==> config.mk <==
export PLATFORM = sky130hd
export DESIGN_NAME = tsiu_top
export DESIGN_NICKNAME = d
export VERILOG_FILES = /design/src/rtl/tsiu_pkg.sv /design/src/rtl/tsiu_arb_if.sv /design/src/rtl/tsiu_fall_sync.sv /design/src/rtl/tsiu_arbiter.sv /design/src/rtl/tsiu_top.sv
export SDC_FILE = /design/constraint.sdc
export NUM_CORES = 1
export LEC_CHECK = 0
export BUFFER_PORTS_ARGS = -buffer_cell sky130_fd_sc_hd__buf_2
export CORE_MARGIN = 8
export CORE_UTILIZATION = 35
export CTS_BUF_LIST = sky130_fd_sc_hd__clkbuf_4 sky130_fd_sc_hd__clkbuf_8
export DETAILED_ROUTE_END_ITERATION = 8
export HOLD_SLACK_MARGIN = 0.03
export PLACE_DENSITY = 0.67
export SKIP_CTS_REPAIR_TIMING = 1
export SYNTH_ARGS = -nofsm -noshare
export SYNTH_HDL_FRONTEND = slang
export SYNTH_SLANG_ARGS = --single-unit
export TNS_END_PERCENT = 5
==> constraint.sdc <==
create_clock -name clk_i -period 1.81 [get_ports clk_i]
set_input_delay 0.181 -clock clk_i [delete_from_list [all_inputs] [get_ports clk_i]]
set_output_delay 0.181 -clock clk_i [all_outputs]
set_load 0.02 [all_outputs]
==> src/rtl/tsiu_pkg.sv <==
package tsiu_pkg;

  // ----------------------------------------------------------------
  // register map (index times four gives the byte address)
  // ----------------------------------------------------------------
  localparam int unsigned ADDR_W = 12;
  localparam logic [ADDR_W-1:0] CTRL_IDX = 12'h00b;
  localparam logic [ADDR_W-1:0] IRQ_STAT_IDX = 12'h010;
  localparam logic [ADDR_W-1:0] IRQ_MASK_IDX = 12'h011;
  localparam logic [ADDR_W-1:0] CTRL_ADDR = {CTRL_IDX[ADDR_W-3:0], 2'b00};
  localparam logic [ADDR_W-1:0] IRQ_STAT_ADDR = {IRQ_STAT_IDX[ADDR_W-3:0], 2'b00};
  localparam logic [ADDR_W-1:0] IRQ_MASK_ADDR = {IRQ_MASK_IDX[ADDR_W-3:0], 2'b00};

  // ----------------------------------------------------------------
  // interrupt_control fields
  // ----------------------------------------------------------------
  localparam int unsigned MEN_BIT = 0;
  localparam int unsigned EEN_BIT = 1;
  localparam int unsigned TEN_BIT = 2;
  localparam int unsigned EFLAG_BIT = 4;
  localparam int unsigned TFLAG_BIT = 5;
  localparam logic [7:0] CTRL_IMPL_MASK = 8'h37;
  localparam logic [7:0] CTRL_RESET = 8'h00;

  // ----------------------------------------------------------------
  // vectors and core stack
  // ----------------------------------------------------------------
  localparam logic [7:0] EXT_VECTOR = 8'h04;
  localparam logic [7:0] TMR_VECTOR = 8'h08;
  localparam int unsigned STACK_DEPTH = 4;

  // ----------------------------------------------------------------
  // event status / mask layout
  // ----------------------------------------------------------------
  localparam int unsigned EVT_W = 4;
  localparam int unsigned EVT_EXT = 0;
  localparam int unsigned EVT_TMR = 1;
  localparam int unsigned EVT_CALL = 2;
  localparam int unsigned EVT_WAKE = 3;
  localparam logic [EVT_W-1:0] EVT_RESET = 4'h0;
  localparam logic [EVT_W-1:0] MASK_RESET = 4'h0;

endpackage

==> src/rtl/tsiu_arb_if.sv <==
`timescale 1ns/10ps
interface tsiu_arb_if;
  logic ext_req;
  logic tmr_req;
  logic master_en;
  logic stack_full;
  logic phase;
  logic halted;
  logic grant;
  logic grant_ext;
  logic [7:0] vector;

  modport ctl (output ext_req, output tmr_req, output master_en, output stack_full, output phase,
               output halted, input grant, input grant_ext, input vector);
  modport arb (input ext_req, input tmr_req, input master_en, input stack_full, input phase,
               input halted, output grant, output grant_ext, output vector);
endinterface

==> src/rtl/tsiu_fall_sync.sv <==
`timescale 1ns/10ps
module tsiu_fall_sync
(
  // clock and reset
  input wire logic clk_i,
  input wire logic reset_i,
  // asynchronous active-low pin
  input wire logic pin_n_i,
  // one-cycle pulse on a high-to-low transition
  output logic fall_o
);

  logic meta_r;
  logic sync_r;
  logic prev_r;

  // pin idles high, so reset to high to avoid a false edge on release
  always_ff @(posedge clk_i)
  begin
    if (reset_i)
    begin
      meta_r <= 1'b1;
      sync_r <= 1'b1;
      prev_r <= 1'b1;
    end
    else
    begin
      meta_r <= pin_n_i;
      sync_r <= meta_r;
      prev_r <= sync_r;
    end
  end

  assign fall_o = prev_r & ~sync_r;

endmodule // tsiu_fall_sync

==> src/rtl/tsiu_arbiter.sv <==
`timescale 1ns/10ps
module tsiu_arbiter
(
  tsiu_arb_if.arb a
);
  import tsiu_pkg::*;

  logic any_req;

  assign any_req = a.ext_req | a.tmr_req;
  // service only at a phase pulse, master on, stack room, core running
  assign a.grant = a.phase & a.master_en & ~a.stack_full & ~a.halted & any_req;
  // external source always outranks the timer
  assign a.grant_ext = a.ext_req;
  assign a.vector = a.ext_req ? EXT_VECTOR : TMR_VECTOR;

endmodule // tsiu_arbiter

==> src/rtl/tsiu_top.sv <==
// Functional notes
// - external and timer interrupts wake from halt
// - service pushes only PC, branches to vector
// - falling external pin sets flag bit 4
// - external service calls 04H, clears flag, master
// - timer overflow sets flag bit 5
// - timer service calls 08H, clears flag, master
// - no further acknowledge until master re-enabled
// - return-from-interrupt sets master; plain return not
// - requests taken at next phase-two pulse
// - external outranks timer; master masks both
// - control bits: master 0, external 1, timer 2
// - bits 3, 6, 7 read zero
// - flag stays set until serviced or cleared
// - service needs master and source enable set
// - stack full withholds acknowledge
// - flag set at halt entry blocks wake
// - unserviceable wake resumes at next instruction
//
// The APB register port was left to the implementer.
`timescale 1ns/10ps
module tsiu_top
#(
  parameter int unsigned STACK_LEVELS = tsiu_pkg::STACK_DEPTH
)
(
  // clock and reset
  input wire logic clk_i,
  input wire logic reset_i,
  // apb slave
  input wire logic [tsiu_pkg::ADDR_W-1:0] paddr_i,
  input wire logic psel_i,
  input wire logic penable_i,
  input wire logic pwrite_i,
  input wire logic [31:0] pwdata_i,
  output logic [31:0] prdata_o,
  output logic pready_o,
  output logic pslverr_o,
  // interrupt sources
  input wire logic ext_int_n_i,
  input wire logic tmr_ovf_i,
  // core sequencer
  input wire logic phase_two_pulse_i,
  input wire logic return_from_irq_i,
  input wire logic [2:0] stack_ptr_i,
  input wire logic halted_i,
  output logic call_o,
  output logic [7:0] call_vector_o,
  output logic wake_o,
  output logic wake_resume_next_o,
  // interrupt to host
  output logic irq_o
);
  import tsiu_pkg::*;

  // ----------------------------------------------------------------
  // elaboration checks
  // ----------------------------------------------------------------
  if (STACK_LEVELS < 1 || STACK_LEVELS > 7)
  begin : g_bad_depth
    $error("STACK_LEVELS must be 1 to 7 for a 3-bit stack pointer");
  end

  localparam logic [2:0] STACK_FULL_LVL = 3'(STACK_LEVELS);

  // ----------------------------------------------------------------
  // declarations
  // ----------------------------------------------------------------
  logic ext_fall;
  logic stack_full;
  logic take;
  logic [7:0] ctrl_r;
  logic [7:0] ctrl_nxt;
  logic call_r;
  logic [7:0] vec_r;
  logic halted_d_r;
  logic [1:0] wake_blk_r;
  logic [1:0] blk_now;
  logic halt_entry;
  logic ext_wake;
  logic tmr_wake;
  logic wake_ev;
  logic wake_serviceable;
  logic wake_r;
  logic resume_next_r;
  logic [EVT_W-1:0] evt_stat_r;
  logic [EVT_W-1:0] evt_mask_r;
  logic [EVT_W-1:0] evt_in;
  logic irq_r;
  logic acc_first;
  logic xfer_done;
  logic wr_en;
  logic hit_ctrl;
  logic hit_stat;
  logic hit_mask;
  logic wr_ctrl;
  logic wr_stat;
  logic wr_mask;
  logic [31:0] rd_mux;
  logic [31:0] prdata_r;
  logic pready_r;
  logic pslverr_r;

  // ----------------------------------------------------------------
  // source capture and arbitration
  // ----------------------------------------------------------------
  tsiu_fall_sync u_ext_sync
  (
    .clk_i(clk_i),
    .reset_i(reset_i),
    .pin_n_i(ext_int_n_i),
    .fall_o(ext_fall)
  );

  // the core owns the stack; a pointer at the depth means no room left
  assign stack_full = (stack_ptr_i >= STACK_FULL_LVL);

  tsiu_arb_if arb ();

  assign arb.ext_req = ctrl_r[EFLAG_BIT] & ctrl_r[EEN_BIT];
  assign arb.tmr_req = ctrl_r[TFLAG_BIT] & ctrl_r[TEN_BIT];
  assign arb.master_en = ctrl_r[MEN_BIT];
  assign arb.stack_full = stack_full;
  assign arb.phase = phase_two_pulse_i;
  assign arb.halted = halted_i;

  tsiu_arbiter u_arb
  (
    .a(arb.arb)
  );

  assign take = arb.grant;

  // ----------------------------------------------------------------
  // apb decode
  // ----------------------------------------------------------------
  // one wait state: read data is registered in the first access cycle
  assign acc_first = psel_i & penable_i & ~pready_r;
  assign xfer_done = psel_i & penable_i & pready_r;
  assign wr_en = xfer_done & pwrite_i;
  assign hit_ctrl = (paddr_i == CTRL_ADDR);
  assign hit_stat = (paddr_i == IRQ_STAT_ADDR);
  assign hit_mask = (paddr_i == IRQ_MASK_ADDR);
  assign wr_ctrl = wr_en & hit_ctrl;
  assign wr_stat = wr_en & hit_stat;
  assign wr_mask = wr_en & hit_mask;

  always_comb
  begin
    rd_mux = 32'h0000_0000;
    if (hit_ctrl)
      rd_mux = {24'h00_0000, ctrl_r & CTRL_IMPL_MASK};
    else if (hit_stat)
      rd_mux = {28'h000_0000, evt_stat_r};
    else if (hit_mask)
      rd_mux = {28'h000_0000, evt_mask_r};
  end

  always_ff @(posedge clk_i)
  begin
    if (reset_i)
      pready_r <= 1'b0;
    else
      pready_r <= acc_first;
  end

  always_ff @(posedge clk_i)
  begin
    if (reset_i)
    begin
      prdata_r <= 32'h0000_0000;
      pslverr_r <= 1'b0;
    end
    else
    begin
      if (acc_first && !pwrite_i)
        prdata_r <= rd_mux;
      pslverr_r <= acc_first & ~(hit_ctrl | hit_stat | hit_mask);
    end
  end

  // ----------------------------------------------------------------
  // interrupt control register
  // ----------------------------------------------------------------
  always_comb
  begin
    ctrl_nxt = ctrl_r;
    // service clears first so a same-cycle new event still lands
    if (take)
    begin
      ctrl_nxt[MEN_BIT] = 1'b0;
      if (arb.grant_ext)
        ctrl_nxt[EFLAG_BIT] = 1'b0;
      else
        ctrl_nxt[TFLAG_BIT] = 1'b0;
    end
    if (return_from_irq_i)
      ctrl_nxt[MEN_BIT] = 1'b1;
    if (ext_fall)
      ctrl_nxt[EFLAG_BIT] = 1'b1;
    if (tmr_ovf_i)
      ctrl_nxt[TFLAG_BIT] = 1'b1;
    if (wr_ctrl)
      ctrl_nxt = pwdata_i[7:0];
    ctrl_nxt = ctrl_nxt & CTRL_IMPL_MASK;
  end

  always_ff @(posedge clk_i)
  begin
    if (reset_i)
      ctrl_r <= CTRL_RESET;
    else
      ctrl_r <= ctrl_nxt;
  end

  // ----------------------------------------------------------------
  // vectored call to the core
  // ----------------------------------------------------------------
  // the call carries only a vector; the core pushes the pc and nothing else
  always_ff @(posedge clk_i)
  begin
    if (reset_i)
    begin
      call_r <= 1'b0;
      vec_r <= 8'h00;
    end
    else
    begin
      call_r <= take;
      if (take)
        vec_r <= arb.vector;
    end
  end

  // ----------------------------------------------------------------
  // halt wake-up
  // ----------------------------------------------------------------
  assign halt_entry = halted_i & ~halted_d_r;
  assign blk_now = halt_entry ? {ctrl_r[TFLAG_BIT], ctrl_r[EFLAG_BIT]} : wake_blk_r;
  assign ext_wake = halted_i & ext_fall & ~blk_now[0];
  assign tmr_wake = halted_i & tmr_ovf_i & ~blk_now[1];
  assign wake_ev = ext_wake | tmr_wake;
  assign wake_serviceable = ctrl_r[MEN_BIT] & ~stack_full &
                            (ext_wake ? ctrl_r[EEN_BIT] : ctrl_r[TEN_BIT]);

  always_ff @(posedge clk_i)
  begin
    if (reset_i)
    begin
      halted_d_r <= 1'b0;
      wake_blk_r <= 2'b00;
    end
    else
    begin
      halted_d_r <= halted_i;
      if (halt_entry)
        wake_blk_r <= {ctrl_r[TFLAG_BIT], ctrl_r[EFLAG_BIT]};
    end
  end

  always_ff @(posedge clk_i)
  begin
    if (reset_i)
    begin
      wake_r <= 1'b0;
      resume_next_r <= 1'b0;
    end
    else
    begin
      wake_r <= wake_ev;
      resume_next_r <= wake_ev & ~wake_serviceable;
    end
  end

  // ----------------------------------------------------------------
  // event status, mask and interrupt line
  // ----------------------------------------------------------------
  assign evt_in = {wake_ev, take, tmr_ovf_i, ext_fall};

  for (genvar i = 0; i < EVT_W; i++)
  begin : g_evt
    // a new event beats a same-cycle write-one-to-clear
    always_ff @(posedge clk_i)
    begin
      if (reset_i)
        evt_stat_r[i] <= EVT_RESET[i];
      else if (evt_in[i])
        evt_stat_r[i] <= 1'b1;
      else if (wr_stat && pwdata_i[i])
        evt_stat_r[i] <= 1'b0;
    end
  end

  always_ff @(posedge clk_i)
  begin
    if (reset_i)
      evt_mask_r <= MASK_RESET;
    else if (wr_mask)
      evt_mask_r <= pwdata_i[EVT_W-1:0];
  end

  always_ff @(posedge clk_i)
  begin
    if (reset_i)
      irq_r <= 1'b0;
    else
      irq_r <= |(evt_stat_r & evt_mask_r);
  end

  // ----------------------------------------------------------------
  // outputs
  // ----------------------------------------------------------------
  assign prdata_o = prdata_r;
  assign pready_o = pready_r;
  assign pslverr_o = pslverr_r;
  assign call_o = call_r;
  assign call_vector_o = vec_r;
  assign wake_o = wake_r;
  assign wake_resume_next_o = resume_next_r;
  assign irq_o = irq_r;
endmodule // tsiu_top

==> out/qor.yml <==
grt:
  met3_usage_pct: 4.585
  grt_use_total_pct: 11.60
  grt_busiest_layer: "met2"
  met2_usage_pct: 20.01
  grt_start_max_net_pins: 30
  grt_antenna_before_repair: 0
  overflow: 0
  grt_use_met1_pct: 12.74
  grt_pass1_vias: 1468
  grt_pass1_wl_um: 6893
floorplanning:
  ios: 103
  die_x_um: 86.14
  start_util_pct: 36.45
  die_y_um: 86.14
  core-area_mm2: 0.004723
  num_rows: 25
  die-area_mm2: 0.007419
sta:
  slew_violations: 0
  hold_slack_ns: 0.08724
  hold_viol: 0
  tightest_slew_ns: 0.5095
  finClkSkew_ns: 0.003863
  min_period_over_period_pct: 80.81
  max_freq_mhz: 683.7
  period_minus_slack_ns: 1.463
  final.setup.tns_ns: 0
  rsz0062_at_grt: "no"
  finalSetupViolations: 0
  final.setup.worst_slack_ns: 0.3473
  slew_headroom_pct: 66.03
layout:
  synthToLayoutAreaGrowth_pct: 13.95
  diodes: 0
  final_net_count: 293
  utilization_pct: 41.54
  postLayoutCellArea_mm2: 0.001962
  drive_above_1_share_pct: 27.54
cts:
  clock_latency_ns: 0.28
  root_buffer: "clkbuf_8"
  clockBufferDepth: 2
  clk_pin_slew_ns: 0.06
  cts_tree: "done"
  numCtsBuffers: 5
  clock-sinks: 33
  cts_max_level: 2
synthesis:
  synth.yosys.seq_area_share_pct: 38.37
  synth_top_cell_area_share_pct: 38.37
  synth.largest_area_cell: "dfxtp_1"
  async_flop_share_pct: 0
  synth_enable_flop_cells: 0
  synth_flop_cell: "dfxtp_1"
  synth_area_leaders: "dfxtp_1 (38%), buf_4 (14%), a21oi_1 (4.4%), mux2_2 (2.6%), a22oi_1 (2.2%)"
  synth-seq-cells: 33
  yosys.cell_types.count: 43
  synthCells: 195
  synth_area_per_cell_um2: 8.829
  synth_area_mm2: 0.001722
  synth_commonest_cells: "dfxtp_1 (33), buf_4 (32), a21oi_1 (15)"
  synth_most_common_cell: "dfxtp_1"
  ys_warn_count: 0
detailed_routing:
  num_vias: 1424
  final_antenna_net_count: 0
  wl_per_cell_um: 13.45
  drc: 0
  viasPerCell: 4.700
  drt-initial-drc-count: 82
  routed_wl_um: 4076
  drt_pass1_iterations: 4
worst_setup_path:
  crit_buf_inv: 0
  crit_cells: 4
  reg2reg_depth: 4
  required_ns: 1.98
  crit_path_end_kind: "flip-flop"
  crit_path_start: "halted_d_r"
  worstPathArrival_ns: 1.63
  crit_path_start_kind: "flip-flop"
  worstPathMaxFanout: 4
  cpLargestDelayFamily: "compound AO/OA/AOI/OAI gates"
  slowest_stage: "dfxtp_1"
  crit_end: "wake_resume_next_o"
  cpPeakStageDelay_ns: 0.39
  r2r_setup_slack_ns: 0.35
  crit_chain: "and3b_4 > a2111oi_4 > mux2i_1 > o31a_1"
  r2r-end: "wake_resume_next_o"
  rr_startpoint: "halted_d_r"
  worstSetupPathType: "flip-flop to flip-flop"
placement:
  place_hpwl_um: 3219
  port_buffers: 42
  place_ws_ns: 0.1949
  placed_cell_area_mm2: 0.001872
  place_congestion: 0.8232
flow_run:
  cap_violations: 0
hold_path:
  hold_class: "input port to flip-flop"
pwr:
  power_density_mw_per_mm2: 765.0
  peakVddDrop_mv: 0.2334
  p_leak_nw: 0.8243
status:
  status: "finished, final reports clean"
==> power breakdown <==
part           internal, mW  leakage [nW]  switching (mW)
combinational        0.0568         0.508           0.127
clock                 0.316        0.0477           0.242
sequential            0.745         0.269          0.0139
==> registers in the layout, indices dropped and copies added, names as in the netlist, 2 cells and up <==
register and flops:
call_vector_o 2, ctrl_r 5, evt_mask_r 4, evt_stat_r 4, prdata_o 6, wake_blk_r 2
==> per-layer routing <==
layer | routed length [µm] | up-vias | part of all wire (%)
met5 | 0 | - | 0
met4 | 49 | 0 | 1.2
met3 | 358 | 5 | 8.8
met2 | 1995 | 60 | 49
met1 | 1672 | 650 | 41
li1 | - | 709 | -
==> cells by family after synthesis <==
family,count (synthesis),share of synthesized area [%]
buffers and inverters,48,17.73
AOI/OAI and AO/OA,44,17.01
and+or+nand+nor,62,22.31
other,1,0.2178
muxes,7,4.360
DFF,33,38.37
==> final cells by class <==
class                   instances  area, µm²
multi-input cells             145      872.1
fillers                       491       2761
clock buffers                   7      90.09
inverters                       6      22.52
flip-flops and latches         33      660.6
repair buffers                 45      232.7
well taps                      67      83.83
==> worst min path at each step <==
stage,startpoint,end,slack (ns),cells past startpoint
finish,ext_int_n_i,u_ext_sync.meta_r,0.09,2
CTS,ext_int_n_i,u_ext_sync.meta_r,0.08,2
detailed placement,ext_int_n_i,u_ext_sync.meta_r,0.37,2
global placement,ext_int_n_i,u_ext_sync.meta_r,0.37,2
global route,ext_int_n_i,u_ext_sync.meta_r,0.08,2
floorplan,reset_i,halted_d_r,0.26,1
==> worst reg2reg max path: stages, from the launching register on <==
cell       delay [ns]
dfxtp_1          0.39
and3b_4          0.24
a2111oi_4        0.34
mux2i_1          0.13
o31a_1           0.25
==> stage by stage <==
stage	power, mW	instances
after floorplan	0.9486	226
after global placement	0.9543	296
after detailed placement	0.9571	296
after CTS	1.515	303
after global routing	1.572	303
final	1.501	303
==> placed cells by master, fill, tap and decap left out, types with 2 or more instances in the layout <==
cell type   n
a211oi_1    4
o21ai_1     6
dfxtp_1    33
nor4bb_1    2
nand4_1     5
a21boi_1    2
a21oi_1    15
o21ai_0     4
and4_1      2
a22oi_1     5
nand4b_1    2
mux2i_1     3
buf_4       3
conb_1     32
nor2b_1     2
nand2b_1    2
nand2_1     8
nor2_1      9
inv_1       6
nand3_1     7
nand3b_1    5
nor3_1      4
clkbuf_8    6
and2_1      2
buf_2      42
or2_2       4
mux2_2      4
(Power assumes the default switching activity.)
